### src/shared/lsd_consts.svh
// Constants for the segment LCD driver control block.
`ifndef LSD_CONSTS_SVH
`define LSD_CONSTS_SVH
`define LSD_CTRL_RESET 8'h00
`define LSD_MAIN_WMASK 8'hcf
`define LSD_BIAS_WMASK 8'hef
`define LSD_TYPE_BIT 7
`define LSD_RCT_BIT 6
`define LSD_RSEL_MSB 3
`define LSD_RSEL_LSB 1
`define LSD_EN_BIT 0
`define LSD_QCT_MSB 7
`define LSD_QCT_LSB 5
`define LSD_PANEL_SUPPLY_PIN_MSB 3
`define LSD_PANEL_SUPPLY_PIN_FULL_BIT 3
`define LSD_SEL_MAIN 1'h0
`define LSD_SECTOR_DISPLAY 8'h01
`define LSD_DISPLAY_BASE 8'h80
`define LSD_SEG_COUNT 56
`define LSD_SEG_LAST 8'hb7
`define LSD_SUB_DIV_LAST 3'h7
`define LSD_RATIO_BASE 5'h08
`define LSD_RATIO_FULL 5'h10
`endif

### src/shared/lsd_pkg.sv
// Types shared by the segment LCD driver control modules.
package lsd_pkg;
  typedef enum logic [1:0] {
    LSD_SLOT0 = 2'h0,
    LSD_SLOT1 = 2'h1,
    LSD_SLOT2 = 2'h3,
    LSD_SLOT3 = 2'h2
  } lsd_slot_e;
  typedef enum logic [1:0] {
    LSD_R1170 = 2'h0,
    LSD_R225 = 2'h1,
    LSD_R60 = 2'h2
  } lsd_res_e;
endpackage : lsd_pkg

### src/shared/lsd_qc_if.sv
// Link between the scan controller and the quick-charge timer.
`timescale 1ns/100ps
interface lsd_qc_if;
  logic start;
  logic [2:0] period;
  logic subEdge;
  logic active;
  modport ctrl (output start, output period, output subEdge, input active);
  modport timer (input start, input period, input subEdge, output active);
endinterface : lsd_qc_if

### src/logic/lsd_quick_charge.sv
// Quick-charge duration timer counted in sub-clock periods.
`timescale 1ns/100ps
module lsd_quick_charge
  import lsd_pkg::*;
(
  input wire logic clock,
  input wire logic clkEn,
  input wire logic nrst,
  lsd_qc_if.timer qc
);
  logic [3:0] count_reg;
  logic [3:0] count_next;

  always_comb begin
    count_next = count_reg;
    if (qc.start) begin
      count_next = {1'b0, qc.period} + 4'h1; // RULE_18
    end else if (qc.subEdge && count_reg != 4'h0) begin
      count_next = count_reg - 4'h1; // RULE_11
    end
  end

  always_ff @(posedge clock or negedge nrst) begin
    if (!nrst) begin
      count_reg <= 4'h0;
    end else if (clkEn) begin
      count_reg <= count_next;
    end
  end

  assign qc.active = (count_reg != 4'h0);
endmodule : lsd_quick_charge

### src/logic/lsd_segment_driver_control.sv
// Segment LCD driver control: registers, display memory and 1/4 duty scan.
// Notes on behaviour
// RULE_01: Display sector is chosen when the pointer high byte holds one.
// RULE_02: In that sector, indirect accesses from address 80h hit display memory.
// RULE_03: Display memory is fetched continuously so writes show up at once.
// RULE_04: LCD clock is the sub-clock divided by eight.
// RULE_05: Enable bit 0 turns display on; sleep always forces it off.
// RULE_06: Bit 7 selects waveform type A (zero) or faster-scanning type B (one).
// RULE_07: Bit 6 selects resistor bias (zero) or capacitor bias (one).
// RULE_08: Capacitor bias enables the charge pump; resistor bias keeps it off.
// RULE_09: Resistor codes 000, 001, 010 pick 1170k, 225k, 60k.
// RULE_10: Code 011 alternates 60k/1170k; codes 1xx alternate 60k/225k.
// RULE_11: Quick charge lasts period field plus one sub-clock periods.
// RULE_12: Top level is (8+code)/16 of supply, full supply when bit 3 set.
// RULE_13: Unimplemented control bits read zero and ignore writes.
// RULE_14: Quarter duty: four commons, four time slots per frame.
// RULE_15: Display enable is zero after power-on.
// RULE_16: Software must initialise display memory after power-on.
// RULE_17: All control bits reset to zero.
// RULE_18: Quick-charge counter reloads from the period field at each start.
`timescale 1ns/100ps
`include "lsd_consts.svh"
module lsd_segment_driver_control
  import lsd_pkg::*;
(
  input wire logic clock,
  input wire logic clkEn,
  input wire logic nrst,
  input wire logic sleepMode,
  input wire logic subClock,
  input wire logic sfrWrite,
  input wire logic sfrSel,
  input wire logic [7:0] sfrWdata,
  output logic [7:0] ctrlMainValue,
  output logic [7:0] biasTimingValue,
  input wire logic memWrite,
  input wire logic memRead,
  input wire logic [7:0] sectorByte,
  input wire logic [7:0] lowByte,
  input wire logic [7:0] memWdata,
  output logic [7:0] memRdata,
  output logic displayHit,
  output logic [3:0] comActive,
  output logic framePolarity,
  output logic [55:0] segOn,
  output logic chargePumpEnable,
  output lsd_res_e resistorSel,
  output logic quickChargeActive,
  output logic [4:0] topRatio
);
  lsd_qc_if qcLink ();

  logic [7:0] main_reg, main_next;
  logic [7:0] bias_reg, bias_next;
  logic [7:0] rdData_reg, rdData_next;
  logic [3:0] dispMem [0:`LSD_SEG_COUNT-1];
  logic [5:0] memIndex;
  logic inRange, memWe;
  logic subSync1_reg, subSync2_reg, subPrev_reg;
  logic subEdge, lcdTick, displayOn, slotAdvance;
  logic [2:0] div_reg, div_next;
  lsd_slot_e slot_reg, slot_next;
  logic phase_reg, phase_next;
  logic pol_reg, pol_next;
  logic [1:0] slotIdx;
  logic [55:0] seg_reg, seg_next;
  logic [3:0] com_reg, com_next;
  logic pump_reg, pump_next;
  lsd_res_e res_reg, res_next;
  logic [4:0] ratio_reg, ratio_next;

  // Control registers; unimplemented bits are masked on write.
  always_comb begin
    main_next = main_reg;
    bias_next = bias_reg;
    if (sfrWrite) begin
      if (sfrSel == `LSD_SEL_MAIN) begin
        main_next = sfrWdata & `LSD_MAIN_WMASK; // RULE_13
      end else begin
        bias_next = sfrWdata & `LSD_BIAS_WMASK; // RULE_13
      end
    end
  end

  always_ff @(posedge clock or negedge nrst) begin
    if (!nrst) begin
      main_reg <= `LSD_CTRL_RESET; // RULE_15 RULE_17
      bias_reg <= `LSD_CTRL_RESET; // RULE_17
    end else if (clkEn) begin
      main_reg <= main_next;
      bias_reg <= bias_next;
    end
  end

  assign ctrlMainValue = main_reg;
  assign biasTimingValue = bias_reg;

  // Display memory decode. Addresses past the last segment read zero.
  assign displayHit = (sectorByte == `LSD_SECTOR_DISPLAY) && (lowByte >= `LSD_DISPLAY_BASE); // RULE_01 RULE_02
  assign memIndex = 6'(lowByte - `LSD_DISPLAY_BASE);
  assign inRange = displayHit && (lowByte <= `LSD_SEG_LAST);
  assign memWe = memWrite && inRange; // RULE_02

  always_comb begin
    rdData_next = rdData_reg;
    if (memRead && displayHit) begin
      rdData_next = inRange ? {4'h0, dispMem[memIndex]} : 8'h00;
    end
  end

  // Memory holds no reset: its contents are undefined until software fills it.
  always_ff @(posedge clock) begin
    if (clkEn && memWe) begin
      dispMem[memIndex] <= memWdata[3:0];
    end
  end

  // The sub-clock comes from another oscillator, so it is synchronised first.
  always_ff @(posedge clock or negedge nrst) begin
    if (!nrst) begin
      subSync1_reg <= 1'b0;
      subSync2_reg <= 1'b0;
      subPrev_reg <= 1'b0;
    end else if (clkEn) begin
      subSync1_reg <= subClock;
      subSync2_reg <= subSync1_reg;
      subPrev_reg <= subSync2_reg;
    end
  end

  assign subEdge = subSync2_reg && !subPrev_reg;
  assign displayOn = main_reg[`LSD_EN_BIT] && !sleepMode; // RULE_05
  assign lcdTick = displayOn && subEdge && (div_reg == `LSD_SUB_DIV_LAST); // RULE_04

  always_comb begin
    case (slot_reg)
      LSD_SLOT0: slotIdx = 2'h0;
      LSD_SLOT1: slotIdx = 2'h1;
      LSD_SLOT2: slotIdx = 2'h2;
      LSD_SLOT3: slotIdx = 2'h3;
      default: slotIdx = 2'h0;
    endcase
  end

  // Type A flips polarity inside every slot; type B flips once per frame.
  always_comb begin
    div_next = div_reg;
    slot_next = slot_reg;
    phase_next = phase_reg;
    pol_next = pol_reg;
    slotAdvance = 1'b0;
    if (!displayOn) begin
      div_next = 3'h0;
      slot_next = LSD_SLOT0;
      phase_next = 1'b0;
      pol_next = 1'b0;
    end else begin
      if (subEdge) begin
        div_next = div_reg + 3'h1; // RULE_04
      end
      if (lcdTick) begin
        if (!main_reg[`LSD_TYPE_BIT]) begin
          pol_next = !pol_reg; // RULE_06
          phase_next = !phase_reg;
          slotAdvance = phase_reg;
        end else begin
          slotAdvance = 1'b1; // RULE_06
          if (slot_reg == LSD_SLOT3) begin
            pol_next = !pol_reg;
          end
        end
      end
      if (slotAdvance) begin
        case (slot_reg) // RULE_14
          LSD_SLOT0: slot_next = LSD_SLOT1;
          LSD_SLOT1: slot_next = LSD_SLOT2;
          LSD_SLOT2: slot_next = LSD_SLOT3;
          LSD_SLOT3: slot_next = LSD_SLOT0;
          default: slot_next = LSD_SLOT0;
        endcase
      end
    end
  end

  // Pixel states are refetched every cycle for the slot being driven.
  always_comb begin
    seg_next = 56'h0;
    com_next = 4'h0;
    if (displayOn) begin
      com_next = 4'h1 << slotIdx; // RULE_14
      for (int i = 0; i < `LSD_SEG_COUNT; i++) begin
        seg_next[i] = dispMem[i][slotIdx]; // RULE_03
      end
    end
  end

  assign qcLink.start = slotAdvance && (main_reg[`LSD_RSEL_MSB:`LSD_RSEL_LSB] >= 3'h3) &&
                        !main_reg[`LSD_RCT_BIT]; // RULE_18
  assign qcLink.period = bias_reg[`LSD_QCT_MSB:`LSD_QCT_LSB];
  assign qcLink.subEdge = subEdge;

  lsd_quick_charge qcTimer (
    .clock(clock),
    .clkEn(clkEn),
    .nrst(nrst),
    .qc(qcLink)
  );

  always_comb begin
    pump_next = displayOn && main_reg[`LSD_RCT_BIT]; // RULE_07 RULE_08
    case (main_reg[`LSD_RSEL_MSB:`LSD_RSEL_LSB])
      3'h0: res_next = LSD_R1170; // RULE_09
      3'h1: res_next = LSD_R225;
      3'h2: res_next = LSD_R60;
      3'h3: res_next = qcLink.active ? LSD_R60 : LSD_R1170; // RULE_10
      default: res_next = qcLink.active ? LSD_R60 : LSD_R225; // RULE_10
    endcase
    if (bias_reg[`LSD_PANEL_SUPPLY_PIN_FULL_BIT]) begin
      ratio_next = `LSD_RATIO_FULL; // RULE_12
    end else begin
      ratio_next = `LSD_RATIO_BASE + {2'h0, bias_reg[`LSD_PANEL_SUPPLY_PIN_MSB-1:0]}; // RULE_12
    end
  end

  always_ff @(posedge clock or negedge nrst) begin
    if (!nrst) begin
      div_reg <= 3'h0;
      slot_reg <= LSD_SLOT0;
      phase_reg <= 1'b0;
      pol_reg <= 1'b0;
      seg_reg <= 56'h0;
      com_reg <= 4'h0;
      pump_reg <= 1'b0;
      res_reg <= LSD_R1170;
      ratio_reg <= `LSD_RATIO_BASE;
      rdData_reg <= 8'h00;
    end else if (clkEn) begin
      div_reg <= div_next;
      slot_reg <= slot_next;
      phase_reg <= phase_next;
      pol_reg <= pol_next;
      seg_reg <= seg_next;
      com_reg <= com_next;
      pump_reg <= pump_next;
      res_reg <= res_next;
      ratio_reg <= ratio_next;
      rdData_reg <= rdData_next;
    end
  end

  assign memRdata = rdData_reg;
  assign comActive = com_reg;
  assign framePolarity = pol_reg;
  assign segOn = seg_reg;
  assign chargePumpEnable = pump_reg;
  assign resistorSel = res_reg;
  assign quickChargeActive = qcLink.active;
  assign topRatio = ratio_reg;
endmodule : lsd_segment_driver_control

### config.mk
export PLATFORM = sky130hd
export DESIGN_NAME = lsd_segment_driver_control
export DESIGN_NICKNAME = d
export VERILOG_FILES = /design/src/shared/lsd_pkg.sv /design/src/shared/lsd_qc_if.sv /design/src/logic/lsd_quick_charge.sv /design/src/logic/lsd_segment_driver_control.sv
export VERILOG_INCLUDE_DIRS = /design/src /design/src/shared
export SDC_FILE = /design/constraint.sdc
export NUM_CORES = 1
export LEC_CHECK = 0
export BUFFER_PORTS_ARGS = -buffer_cell sky130_fd_sc_hd__clkbuf_2
export CORE_MARGIN = 2
export CORE_UTILIZATION = 30
export CTS_BUF_LIST = sky130_fd_sc_hd__clkbuf_8
export DETAILED_ROUTE_END_ITERATION = 6
export HOLD_SLACK_MARGIN = 0.08
export PLACE_DENSITY = 0.58
export SLEW_MARGIN = 20
export SYNTH_ARGS = -nofsm -noshare
export SYNTH_HDL_FRONTEND = slang
export SYNTH_SLANG_ARGS = --single-unit
### constraint.sdc
create_clock -name clock -period 5.34 [get_ports clock]
set_input_delay 0.534 -clock clock [delete_from_list [all_inputs] [get_ports clock]]
set_output_delay 0.534 -clock clock [all_outputs]
set_load 0.02 [all_outputs]
==> Word-level counts from Yosys, hierarchy flattened <==
Memory sizes are Yosys's and may differ from the RTL's.
Cells that the tools add are included.
{ "op_classes": {"n_reduce_logical": 30, "eq_ne": 13, "add_sub_neg": 5, "muxes": 140, "bitwise": 1, "n_lt_le_gt_ge": 4, "n_shift": 1} }
{ "ops": {"columns": ["op", "n"], "rows": [
  ["$bmux W1 S2", 56],
  ["$mux W1", 69],
  ["$mux W56", 1],
  ["$pmux W2 S4", 3],
  ["$mux W4", 4],
  ["$logic_and A1 B1 Y1", 13],
  ["$reduce_and A3 Y1", 4],
  ["$eq A8 B1 Y1 const B", 1],
  ["$ge A8 B8 Y1 const B", 1],
  ["$le A8 B8 Y1 const B", 1],
  ["$mux W2", 4],
  ["$reduce_and A2 Y1", 4],
  ["$eq A3 B2 Y1 const B", 2],
  ["$mux W3", 2],
  ["$sub A6 B1 Y6 const B", 1],
  ["$add A4 B3 Y5 const A", 1],
  ["$logic_not A1 Y1", 5],
  ["$mux W5", 1],
  ["$add A3 B1 Y4 const B", 1],
  ["$eq A2 B2 Y1 const B", 2],
  ["$ne A2 B1 Y1 const B", 2],
  ["$ne A2 B2 Y1 const B", 2],
  ["$reduce_bool A4 Y1", 1],
  ["$shl A1 B2 Y4 const A", 1],
  ["12 further kinds", 12]
]} }
{ "word_totals": {"mem_bits_rw": 224, "out_inout_bits": 95, "in_bits": 41, "ff_bits": 103, "mem_count": 1, "word_cells": 211} }
{ "memory_table": {"columns": ["name", "words", "width", "rd", "rd_ports_with_merged_regs", "write_ports", "line", "text"], "rows": [
  ["dispMem", 56, 4, 57, 0, 1, "lsd_segment_driver_control.sv:56", "logic [3:0] dispMem [0:`LSD_SEG_COUNT-1];"]
]} }

==> Depth between registers and ports, before layout <==
Gate-level depths: netlist of run 1.
{ "depth": {"word_depth": 11, "depth_mapped": 9, "ltp_nobuf": 7} }

==> Cells and area by module <==
From an unflattened synthesis of run 1, not the netlist that was laid out.
{ "hier_totals": {"cells_unflattened": 1114, "hier_area_um2": 15716.3} }
{ "modules_own_cells": {"columns": ["mod", "n_inst", "area_each_um2", "cells_each", "seq_area_each_um2"], "rows": [
  ["lsd_segment_driver_control", 1, 15412.3, 1081, 9825.7],
  ["lsd_quick_charge", 1, 304.0, 33, 100.1]
]} }

==> Worst setup path before layout of run 1 <==
Ideal clock, no wire load.
{ "synth_path": {"kind": "in2reg", "start": "input sectorByte[2]", "end": "memory dispMem[36][0], enable pin", "cell_stages": 6, "arrival_time_ps": 1900, "path_slack_ps": 3111, "n_path_buf": 1, "setup_time_ps": 329, "t_required_ps": 5011, "cell_sequence": "nor4_1 and4b_1 and4_1 buf_2 nand2_1 nor2_1"} }
{ "synth_via": {"elab_chain_cells": 7} }
{ "synth_rtl": {"columns": ["element", "line", "text"], "rows": [
  ["from (decl)", "lsd_segment_driver_control.sv:38", "input wire logic [7:0] sectorByte,"],
  ["$eq A8 B1 Y1 (no line)", null, null],
  ["$logic_and A1 B1 Y1", "lsd_segment_driver_control.sv:99", "assign displayHit = (sectorByte == `LSD_SECTOR_DISPLAY) && (lowByte >= `LSD_DISPLAY_BASE);"],
  ["net displayHit", "lsd_segment_driver_control.sv:42", "output logic displayHit,"],
  ["$logic_and A1 B1 Y1", "lsd_segment_driver_control.sv:101", "assign inRange = displayHit && (lowByte <= `LSD_SEG_LAST);"],
  ["$logic_and A1 B1 Y1", "lsd_segment_driver_control.sv:102", "assign memWe = memWrite && inRange;"],
  ["$logic_and A1 B1 Y1", "lsd_segment_driver_control.sv:113", "if (clkEn && memWe) begin"],
  ["$mux W1", "lsd_segment_driver_control.sv:113", null],
  ["$mux W1 (implied by the code)", "lsd_segment_driver_control.sv:114", "dispMem[memIndex] <= memWdata[3:0];"],
  ["to (decl)", "lsd_segment_driver_control.sv:56", null]
]} }
The timed path passes the listed nets, and every way through them passes these cells.

==> Worst setup path after layout of run 1 <==
{ "layout_path": {"start": "input lowByte[2]", "end": "register rdData_reg[3] (netlist: memRdata[3])"} }
{ "layout_via": {"elab_chain_cells": 4, "elab_cells_between_ends": 9, "cone_classes": "add/sub (1); order compare (2); mux (1); reduce/logical (4); memory (1)"} }
{ "layout_rtl": {"columns": ["element", "line", "text"], "rows": [
  ["from (decl)", "lsd_segment_driver_control.sv:39", "input wire logic [7:0] lowByte,"],
  ["branches (longest 4 deep; another with $sub A6 B1 Y6)", null, null],
  ["to (signal assigned)", "lsd_segment_driver_control.sv:247", "rdData_reg <= rdData_next;"],
  ["to (decl)", "lsd_segment_driver_control.sv:55", "logic [7:0] rdData_reg, rdData_next;"]
]} }
Parallel ways; which one is timed is not known.
A chain may end at the register's enable or synchronous reset.

==> results of run 1 <==
cell usage after synthesis, types with 4 or more instances:
library cell / count
a211oi_1: 4
a21oi_1: 15
a221oi_1: 9
a22o_1: 7
a22oi_1: 6
a32oi_1: 4
and2_1: 7
buf_2: 12
buf_4: 13
buf_6: 9
clkbuf_1: 28
dfrtp_1: 98
edfxtp_1: 240
ha_1: 10
inv_1: 73
mux2_2: 31
mux2i_1: 32
mux4_2: 74
nand2_1: 88
nand2b_1: 8
nand3_1: 9
nand3b_1: 5
nor2_1: 70
nor2b_1: 8
nor3_1: 8
o21ai_0: 82
o221ai_1: 18
o22ai_1: 24
or2_2: 5
per-stage QoR:
step | util, % | hold WS (ps) | instances
floorplan | - | 238 | 1085
global placement | 32.9 | 461 | 1829
detailed placement | 32.9 | 470 | 1829
CTS | 35.3 | 127 | 1932
global route | 35.3 | 132 | 1932
finish | 35.3 | 163 | 1932
final timing paths:
| kind | slack (ps) | depth (start not counted) | endpoint |
|---|---|---|---|
| worst max-delay path | 2680 | 8 | memRdata[3] |
| worst min-delay path | 160 | 2 | biasTimingValue[5] |
| worst max register to register | 2820 | 7 | segOn[28] |
| worst min register to register | 480 | 2 | topRatio[3] |
| max in group asynchronous | 3720 | 3 | segOn[15] |
| min in group asynchronous | 560 | 2 | resistorSel[1] |
cell families after synthesis:
| family | after synthesis | synth area share, % |
|---|---|---|
| xor+xnor | 1 | 0.0572 |
| compound gates | 202 | 8.76 |
| flops | 339 | 63.3 |
| other cells | 1 | 0.0245 |
| buf+inv | 141 | 4.64 |
| mux | 138 | 15.3 |
| simple gates | 231 | 7.07 |
| fa+ha+maj | 10 | 0.818 |
layer usage:
layer | up-vias | GRT usage [%] | wire (um)
met2 | 475 | 24.9 | 19500
met3 | 77 | 3.70 | 3890
li1 | 4332 | - | -
met4 | 0 | 5.28 | 1030
met1 | 4957 | 22.7 | 18600
met5 | - | 0 | 0
layout by cell type, fill, tap and decap left out, types with 18 or more instances in the layout:
| master | netlist | routed |
|---|---|---|
| inv_1 | 73 | 90 |
| mux2i_1 | 32 | 32 |
| clkbuf_8 | 0 | 68 |
| o22ai_1 | 24 | 24 |
| nor2_1 | 70 | 70 |
| conb_1 | 1 | 23 |
| edfxtp_1 | 240 | 240 |
| mux4_2 | 74 | 74 |
| o21ai_0 | 82 | 82 |
| nand2_1 | 88 | 88 |
| dfrtp_1 | 98 | 98 |
| mux2_2 | 31 | 31 |
| o221ai_1 | 18 | 18 |
| clkbuf_2 | 1 | 119 |
cell type report:
type / instances / area share (%)
Sequential cell: 339 / 54.6
Clock inverter: 34 / 1.35
Timing Repair Buffer: 140 / 4.22
Inverter: 74 / 1.57
Tap cell: 672 / 4.74
Clock buffer: 68 / 5.27
Multi-Input combinational cell: 605 / 28.3
power by group through the flow:
| stage | sequential (W) | clock [W] | combinational (W) |
|---|---|---|---|
| finish | 0.00298 | 0.00239 | 0.000585 |
| global route | 0.00300 | 0.00255 | 0.000641 |
| CTS | 0.00298 | 0.00244 | 0.000592 |
| detailed placement | 0.00304 | 0 | 0.000588 |
| global placement | 0.00303 | 0 | 0.000580 |
| floorplan | 0.00310 | 0 | 0.000287 |
worst reg2reg max path, stage by stage, from the launching register on:
cell and delay (ps):
dfrtp_1 420, inv_1 130, ha_1 280, o21bai_4 180
buf_4 530, mux4_2 660, nand2_1 100, o21ai_0 90
what timing repair did:
item / CTS / global route
endpoints found under the setup margin: 0 / 0
hold buffers: 1 / 0
hold endpoints to repair: 60 / 0
resized for setup: 0 / 0
==> metrics, run 1 <==
Root Buffer clkbuf_8; CTS tree yes; setup slack at placement 2170 ps; max cap viols 0; hold wc startpoint sfrWdata[5]; internal power 0.00441 W; sequential cell fraction of total power 50.1%; Design Area, Final 0.0177 mm^2; ant diodes 0; area of the multi-input gates 0.00502 mm^2; DRT Pass-1 Iters 6; fin. max-slew vios 0; outcome finished clean; CTS buffer count 55; fmax 376 MHz; Gate Count Post-Synth 1,063; Top Ports 136; Post-route DRC 0; Critical-path top delay cell clkbuf_2; Distinct cells, synth 75; DP Wirelength 28,000 um; Sw Pwr 0.00155 W; detailed-route via count 9,841; layout cells sized above 1 27.6%; endpoint type of the worst setup path flip-flop; clk slew on worst S/H paths 70 ps; final setup TNS 0 ps; vias in the first global route 10,200; synth top area cells edfxtp_1 47%, dfrtp_1 16%, mux4_2 11%; fraction of registers with async set/reset 29.2%; largest register by flop count dispMem; crit path max fanout 24; initial drt markers 1,129; placer congestion estimate 0.919; Global Route Usage Sum 16.2%; Switching Share 25.9%; Slew @ Worst Pin 926 ps; final period utilization 49.8%; number of flops mapped to enable cells by yosys 240; critical path data required time 5930 ps; Die ar. 0.0528 mm^2; WP data arrival 3250 ps; pin count of the biggest net entering global routing 65; unrepaired setup endpoints after global routing no; antenna-violating nets left 0; htree depth 2; fillers 4,962; Leakage 6.53 nW; clock sink count 339; Crit Reg-Reg Startpoint slot_reg[0]; row cnt 82; syn_area_per_cell 14.4 um^2; Syn Std Cell Area 0.0153 mm^2; Seq cells post-synth 339; critical path class primary input to flip-flop; crit path buf inv count 2; area grow syn2layout 15.9%; Routed WL per cell 22.2 um; die height 230 um; combinational share of power 9.8%; number of port buffers 123; antenna violations before repair 0; Critical Path, Cell by Cell clkbuf_2 -> buf_4 -> nand2b_1 -> o22ai_1 -> o21ai_0 -> a21oi_1 -> nor4_1 -> a22o_1; Final nets 1,266; final setup margin 2680 ps; sequential fraction of the synthesis area 63.3%; total gr overflow 0; max reg flops 240; Core ar. 0.0503 mm^2; slowest stage delay, CP 550 ps; Top delay family on crit path buffers and inverters; Power Total 0.00596 W; Final min period 2660 ps; post-synth top area share 47.1%; Synth area leader edfxtp_1; critical path launch point type primary input; Critical path origin lowByte[2]; hold crit path type primary input to flip-flop; Clock Latency Late Sink 650 ps; Pwr Density 336 mW/mm^2; Vias/cell 5.09; global-route wire length before repair 65,000 um; main flop type after synthesis edfxtp_1; Cell Area, Placed 0.0166 mm^2; postcts setup bufs 0; DRT Wirelength 43,000 um; skew final 41.2 ps; final hold violations 0; Max transition margin 38.2%; Initial Util 30.4%; maximum vdd drop 0.000170 V; clock share of power 40.1%; YS warnings 0; Register Area 0.00969 mm^2; Die Wd 230 um; clk buf depth 3; Finish-stage setup viols 0
No activity file was read; power rests on OpenSTA's default activity.
==> inputs of run 2 (changes only) <==
--- a/config.mk
+++ b/config.mk
@@ -6,6 +6,7 @@
 export SDC_FILE = /design/constraint.sdc
 export NUM_CORES = 1
 export LEC_CHECK = 0
+export ABC_AREA = 1
 export BUFFER_PORTS_ARGS = -buffer_cell sky130_fd_sc_hd__clkbuf_2
 export CORE_MARGIN = 2
 export CORE_UTILIZATION = 30
==> constraint.sdc (replaced) <==
create_clock -name clock -period 2.7 [get_ports clock]
set_input_delay 0.27 -clock clock [delete_from_list [all_inputs] [get_ports clock]]
set_output_delay 0.27 -clock clock [all_outputs]
set_load 0.02 [all_outputs]
==> run 2 against run 1 <==
Global-route usage rose by 0.74 points. Core utilization rose by 0.55 points. Sequential cell count rose by 16. Clock skew fell by 30 ps. Worst hold slack got worse by 41 ps. Total power rose by 110%. Clock-buffer cell count fell by 4. Non-clock buffer count rose by 47. Sequential power rose by 110%. Critical endpoint is now segOn[17]. Largest power group unchanged. Highest routed layer is now met5.
==> metrics, run 2 <==
max cap viols 0 (unchanged); YS warnings 0 (unchanged); placed cells 2,710 (+48%); number of flops mapped to enable cells by yosys 256 (+6.7%); FF-to-FF path depth 6 (-1); Die ar. 0.0574 mm^2 (+8.7%); Root Buffer clkbuf_8; fin cells 2,831 (+47%); htree depth 2 (unchanged); fraction of registers with async set/reset 27.9% (-1.3 points); Reg2Reg Setup Slack 620 ps (-2200 ps); crit path to segOn[17]; main flop type after synthesis edfxtp_1; Critical path origin slot_reg[0]; Final nets 2,084 (+65%); critical path launch point type flip-flop; Clock Latency Late Sink 660 ps (about the same); fillers 5,631 (+13%); critical path data required time 3220 ps (-2710 ps); pin count of the biggest net entering global routing 105 (+62%); setup slack at placement 327 ps (-1840 ps); Crit Reg-Reg Startpoint slot_reg[0]; final period utilization 77.1%; Initial Util 30.3% (-0.15 points); vias in the first global route 12,900 (+27%); most instantiated cells after synthesis 664 x nand2_1, 256 x edfxtp_1, 198 x inv_1, 158 x o21ai_0, 110 x nor2_1; clk slew on worst S/H paths 60 ps (about the same); sequential fraction of the synthesis area 61.0% (-2.2 points); clk buf depth 3 (unchanged); Final min period 2080 ps; Design Area, Final 0.0197 mm^2 (+11%); Slew @ Worst Pin 873 ps (-53.8 ps); number of port buffers 123 (unchanged); DP Wirelength 32,000 um (+14%); Top Ports 136 (unchanged); Synth area leader edfxtp_1; area grow syn2layout 18.3%; most common cell after layout, fill and taps aside nand2_1; final setup margin 617 ps (-2060 ps); total gr overflow 0 (unchanged); CTS tree yes; Resized cells post-CTS 0 (unchanged); Routed WL per cell 17.3 um (-22%); global-route wire length before repair 74,300 um (+14%); final hold violations 0 (unchanged); Global Route Usage Sum 17.0% (+0.74 points); WP data arrival 2600 ps (-650 ps); detailed-route via count 13,200 (+34%); top-count cell post-synth nand2_1; final setup TNS 0 ps (unchanged); Leakage 8.81 nW (+35%); row cnt 86 (+4.9%); Post-route DRC 0 (unchanged); Cell Area, Placed 0.0184 mm^2 (+11%); antenna violations before repair 3 (+3); placer congestion estimate 0.875 (-4.7%); maximum vdd drop 0.000347 V (+100%); Seq cells post-synth 355 (+4.7%); Distinct cells, synth 29 (-61%); fin. max-slew vios 0 (unchanged); outcome finished clean; max reg flops 256 (+6.7%); Pwr Density 633 mW/mm^2 (+89%); Core ar. 0.0550 mm^2 (+9.4%); critical path class flip-flop to flip-flop; Finish-stage setup viols 0 (unchanged); die height 240 um (+4.2%); Vias/cell 4.67 (-8.2%); hold crit path type primary input to asynchronous set/reset pin; commonest cells after routing, fill and taps aside 664 x nand2_1, 256 x edfxtp_1, 221 x inv_1; postcts setup bufs 0 (unchanged); crit path max fanout 70 (+190%); antenna-violating nets left 0 (unchanged); largest register by flop count dispMem; worst r2r dst segOn[17]; layout cells sized above 1 12.4% (-15 points); skew final 10.9 ps (-30.3 ps); endpoint type of the worst setup path flip-flop; CTS buffer count 57 (+3.6%); DRT Wirelength 49,000 um (+14%); Die Wd 240 um (+4.2%); syn_area_per_cell 8.98 um^2 (-38%); post-synth top area share 46.2% (-0.93 points); hold-fix buffers at CTS 12 (+11); clock sink count 355 (+4.7%); Syn Std Cell Area 0.0167 mm^2 (+8.8%); unrepaired setup endpoints after global routing no; worst hold margin 122 ps (-41.5 ps); synth top area cells edfxtp_1 46%, nand2_1 15%, dfrtp_1 15%; initial drt markers 1,150 (+1.9%); Gate Count Post-Synth 1,855 (+75%); DRT Pass-1 Iters 5 (-1); Max transition margin 41.8% (+3.6 points); fmax 480 MHz
run 2: cell count changes in the layout (fill, tap and decap cells not counted), sizes merged, moves of 38 or more:
cell and delta:
mux4 -74, nor2 +40, nand2 +575, o21ai +75, buf +38, inv +131
a21oi +44, nand3 +85
run 2: critical path, stage by stage, from the launching register on:
cell,delay [ps]
dfrtp_1,430
inv_1,130
ha_4,430
buf_12,310
o21ai_0,130
o21ai_0,390
nand2_1,100
run 2: metal layers:
layer	up-vias	share of wire, %	track usage, %
met5	-	0.063	0
li1	6410	-	-
met2	476	47	28.4
met3	109	7.3	3.60
met1	6233	43	21.7
met4	6	2.9	5.80
run 2: how the worst min path moves through the flow:
stage | start | to | depth (start not counted)
global placement | nrst | segOn[38] | 1
detailed placement | nrst | segOn[38] | 1
finish | nrst | segOn[24] | 2
floorplan | nrst | biasTimingValue[0] | 0
global route | nrst | segOn[24] | 2
CTS | nrst | segOn[36] | 2
run 2: power by group:
group / switching [W] / internal, W / leakage, nW / total (W)
logic: 0.00117 / 0.000513 / 4.49 / 0.00169
clock network: 0.00214 / 0.00245 / 0.677 / 0.00459
registers: 0.000132 / 0.00607 / 3.64 / 0.00620
total: 0.00345 / 0.00903 / 8.81 / 0.0125
run 2: cell families after synthesis:
kind of cell / count (synthesis) / share of synthesized area (%)
fa+ha+maj: 10 / 0.751
mux: 1 / 0.0676
other cells: 1 / 0.0225
compound gates: 287 / 9.46
simple gates: 894 / 21.3
flops: 355 / 61.0
xor+xnor: 3 / 0.158
buf+inv: 304 / 7.23
run 2: area by class of cell:
cell class              count  area [um^2]  area share [%]
diodes                      1         2.50          0.0127
clock buffers              64          881            4.47
clock inverters            44          255            1.30
inverters                 198          744            3.78
multi-input cells        1234         5450            27.7
flip-flops and latches    355        10200            51.6
well taps                 748          936            4.75
repair buffers            187         1270            6.45
run 2: per-stage QoR:
step	power, W	utilization, %
after floorplan	0.00731	-
after CTS	0.0126	35.8
after global placement	0.00795	33.6
final	0.0125	35.8
after detailed placement	0.00799	33.6
after global routing	0.0131	35.8
==> inputs of run 3 (changes only) <==
==> constraint.sdc (replaced) <==
create_clock -name clock -period 2 [get_ports clock]
set_input_delay 0.2 -clock clock [delete_from_list [all_inputs] [get_ports clock]]
set_output_delay 0.2 -clock clock [all_outputs]
set_load 0.02 [all_outputs]
==> run 3 against run 2 <==
Final cell count up 4.0%. Maximum frequency is 9.7% higher. Clock-buffer cell count decreased by 3. Sequential cell count did not move. Total power up 37%. Clock skew rose by 10 ps. Critical path type unchanged. First-iteration DRC count shrank 11%. Sequential power rose by 35%. Worst hold slack better by 5.3 ps. Die area did not move. Global-route usage fell by 0.097 points.
==> metrics, run 3 (synthesized netlist as in run 2, its figures left out) <==
outcome finished clean; Core ar. 0.0550 mm^2 (unchanged); Critical path origin slot_reg[1]; die height 240 um (unchanged); detailed-route via count 13,700 (+3.6%); Top Ports 136 (unchanged); Critical Path, Cell by Cell buf_4 -> ha_1 -> o21ai_4 -> buf_6 -> buf_12 -> o21ai_0 -> a21oi_1 -> o31ai_1; global-route wire length before repair 74,400 um (+0.23%); unrepaired setup endpoints after global routing yes; final setup margin 101 ps (-516 ps); Top delay family on crit path compound AO/OA/AOI/OAI gates; final hold violations 0 (unchanged); crit path buf inv count 3 (+1); DRT Pass-1 Iters 5 (unchanged); final setup TNS 0 ps (unchanged); clk slew on worst S/H paths 60 ps (about the same); Routed WL per cell 17.1 um (-1.4%); Finish-stage setup viols 0 (unchanged); slowest stage delay, CP 440 ps (about the same); area grow syn2layout 24.5%; clock sink count 355 (unchanged); max cap viols 0 (unchanged); crit path max fanout 44 (-37%); clk buf depth 3 (unchanged); layout cells sized above 1 16.8% (+4.4 points); largest register by flop count dispMem; Post-route DRC 0 (unchanged); endpoint type of the worst setup path flip-flop; Critical-path top delay cell dfrtp_1; critical path launch point type flip-flop; Vias/cell 4.65 (-0.42%); antenna-violating nets left 0 (unchanged); Die Wd 240 um (unchanged); placer congestion estimate 0.891 (+1.8%); Max transition margin 62.3% (+20 points); DRT Wirelength 50,300 um (+2.6%); CTS tree yes; Leakage 9.39 nW (+6.5%); WP data arrival 2440 ps (-160 ps); Final min period 1900 ps (-184 ps); hold crit path type primary input to asynchronous set/reset pin; Pwr Density 826 mW/mm^2 (+30%); htree depth 2 (unchanged); initial drt markers 1,023 (-11%); max reg flops 256 (unchanged); Slew @ Worst Pin 563 ps (-309 ps); Crit Reg-Reg Startpoint slot_reg[1]; Clock Latency Late Sink 670 ps (about the same); Die ar. 0.0574 mm^2 (unchanged); setup slack at placement -145 ps (-472 ps); number of port buffers 123 (unchanged); DP Wirelength 31,800 um (-0.77%); most common cell after layout, fill and taps aside nand2_1; vias in the first global route 13,300 (+3.1%); CTS buffer count 59 (+3.5%); pin count of the biggest net entering global routing 92 (-12%); antenna violations before repair 4 (+1); total gr overflow 0 (unchanged); final period utilization 95.0% (+18 points); fmax 527 MHz (+9.7%); Initial Util 30.3% (unchanged); critical path class flip-flop to flip-flop; commonest cells after routing, fill and taps aside 664 x nand2_1, 256 x edfxtp_1, 206 x inv_1; Root Buffer clkbuf_8; maximum vdd drop 0.000411 V (+18%); fin. max-slew vios 0 (unchanged); skew final 21.4 ps (+10.5 ps); Final nets 2,197 (+5.4%); critical path data required time 2540 ps (-680 ps); Global Route Usage Sum 16.9% (-0.097 points); row cnt 86 (unchanged)
==> run 3: worst reg2reg max path, delay by kind of cell (launching register included) <==
kind | cells | cell delay [ps]
flip-flops | 1 | 440
adder cells (fa/ha/maj) | 1 | 210
AO/OA/AOI/OAI | 4 | 650
buffers and inverters | 3 | 490
==> run 3: worst paths after layout <==
path,endpoint,slack (ps),depth (start not counted)
max,segOn[53],100,8
min,segOn[45],130,3
max reg2reg,segOn[53],100,8
min reg2reg,memRdata[1],480,2
max in group asynchronous,memRdata[2],1500,3
min in group clock,memRdata[2],180,6
==> run 3: metal layers <==
metal	global-route usage [%]	share of wire, %	wire (um)	vias up
met5	0	0.084	42	-
met4	6.91	3.0	1520	6
met3	4.29	9.0	4540	90
met1	21.2	42	21100	6417
li1	-	-	-	6640
met2	27.6	46	23000	551
==> run 3: repair_timing <==
action                                  CTS  global route
gates resized for setup                   0            14
hold endpoints to repair                376             0
hold buffers                             24             0
endpoints found under the setup margin    0            50
setup buffers                             0             6
==> run 3: final cells by class <==
class                           instances  area (um^2)
Fill cell                            5544        34200
Sequential cell                       355        10200
Multi-Input combinational cell       1234         5460
Timing Repair Buffer                  298         2290
Tap cell                              748          936
Clock buffer                           61          840
Inverter                              198          744
Clock inverter                         49          299
Antenna cell                            1         2.50
==> run 3: stage by stage <==
stage / total power, W / utilization, % / hold slack [ps] / instance area, um^2 / std cells
6_report: 0.0171 / 37.7 / 127 / 20700 / 2944
4_1_cts: 0.0172 / 37.4 / 99.8 / 20600 / 2933
2_1_floorplan: 0.00987 / - / -95.6 / 16800 / 1893
3_5_place_dp: 0.0108 / 34.9 / 146 / 19200 / 2799
5_1_grt: 0.0179 / 37.7 / 138 / 20700 / 2944
3_3_place_gp: 0.0108 / 34.9 / 145 / 19200 / 2799
==> run 3: power by group <==
part           leakage, nW  switching [W]  internal (W)
logic                 5.11        0.00163      0.000826
clock network        0.639        0.00304       0.00324
registers             3.64       0.000179       0.00820
total                 9.39        0.00486        0.0123
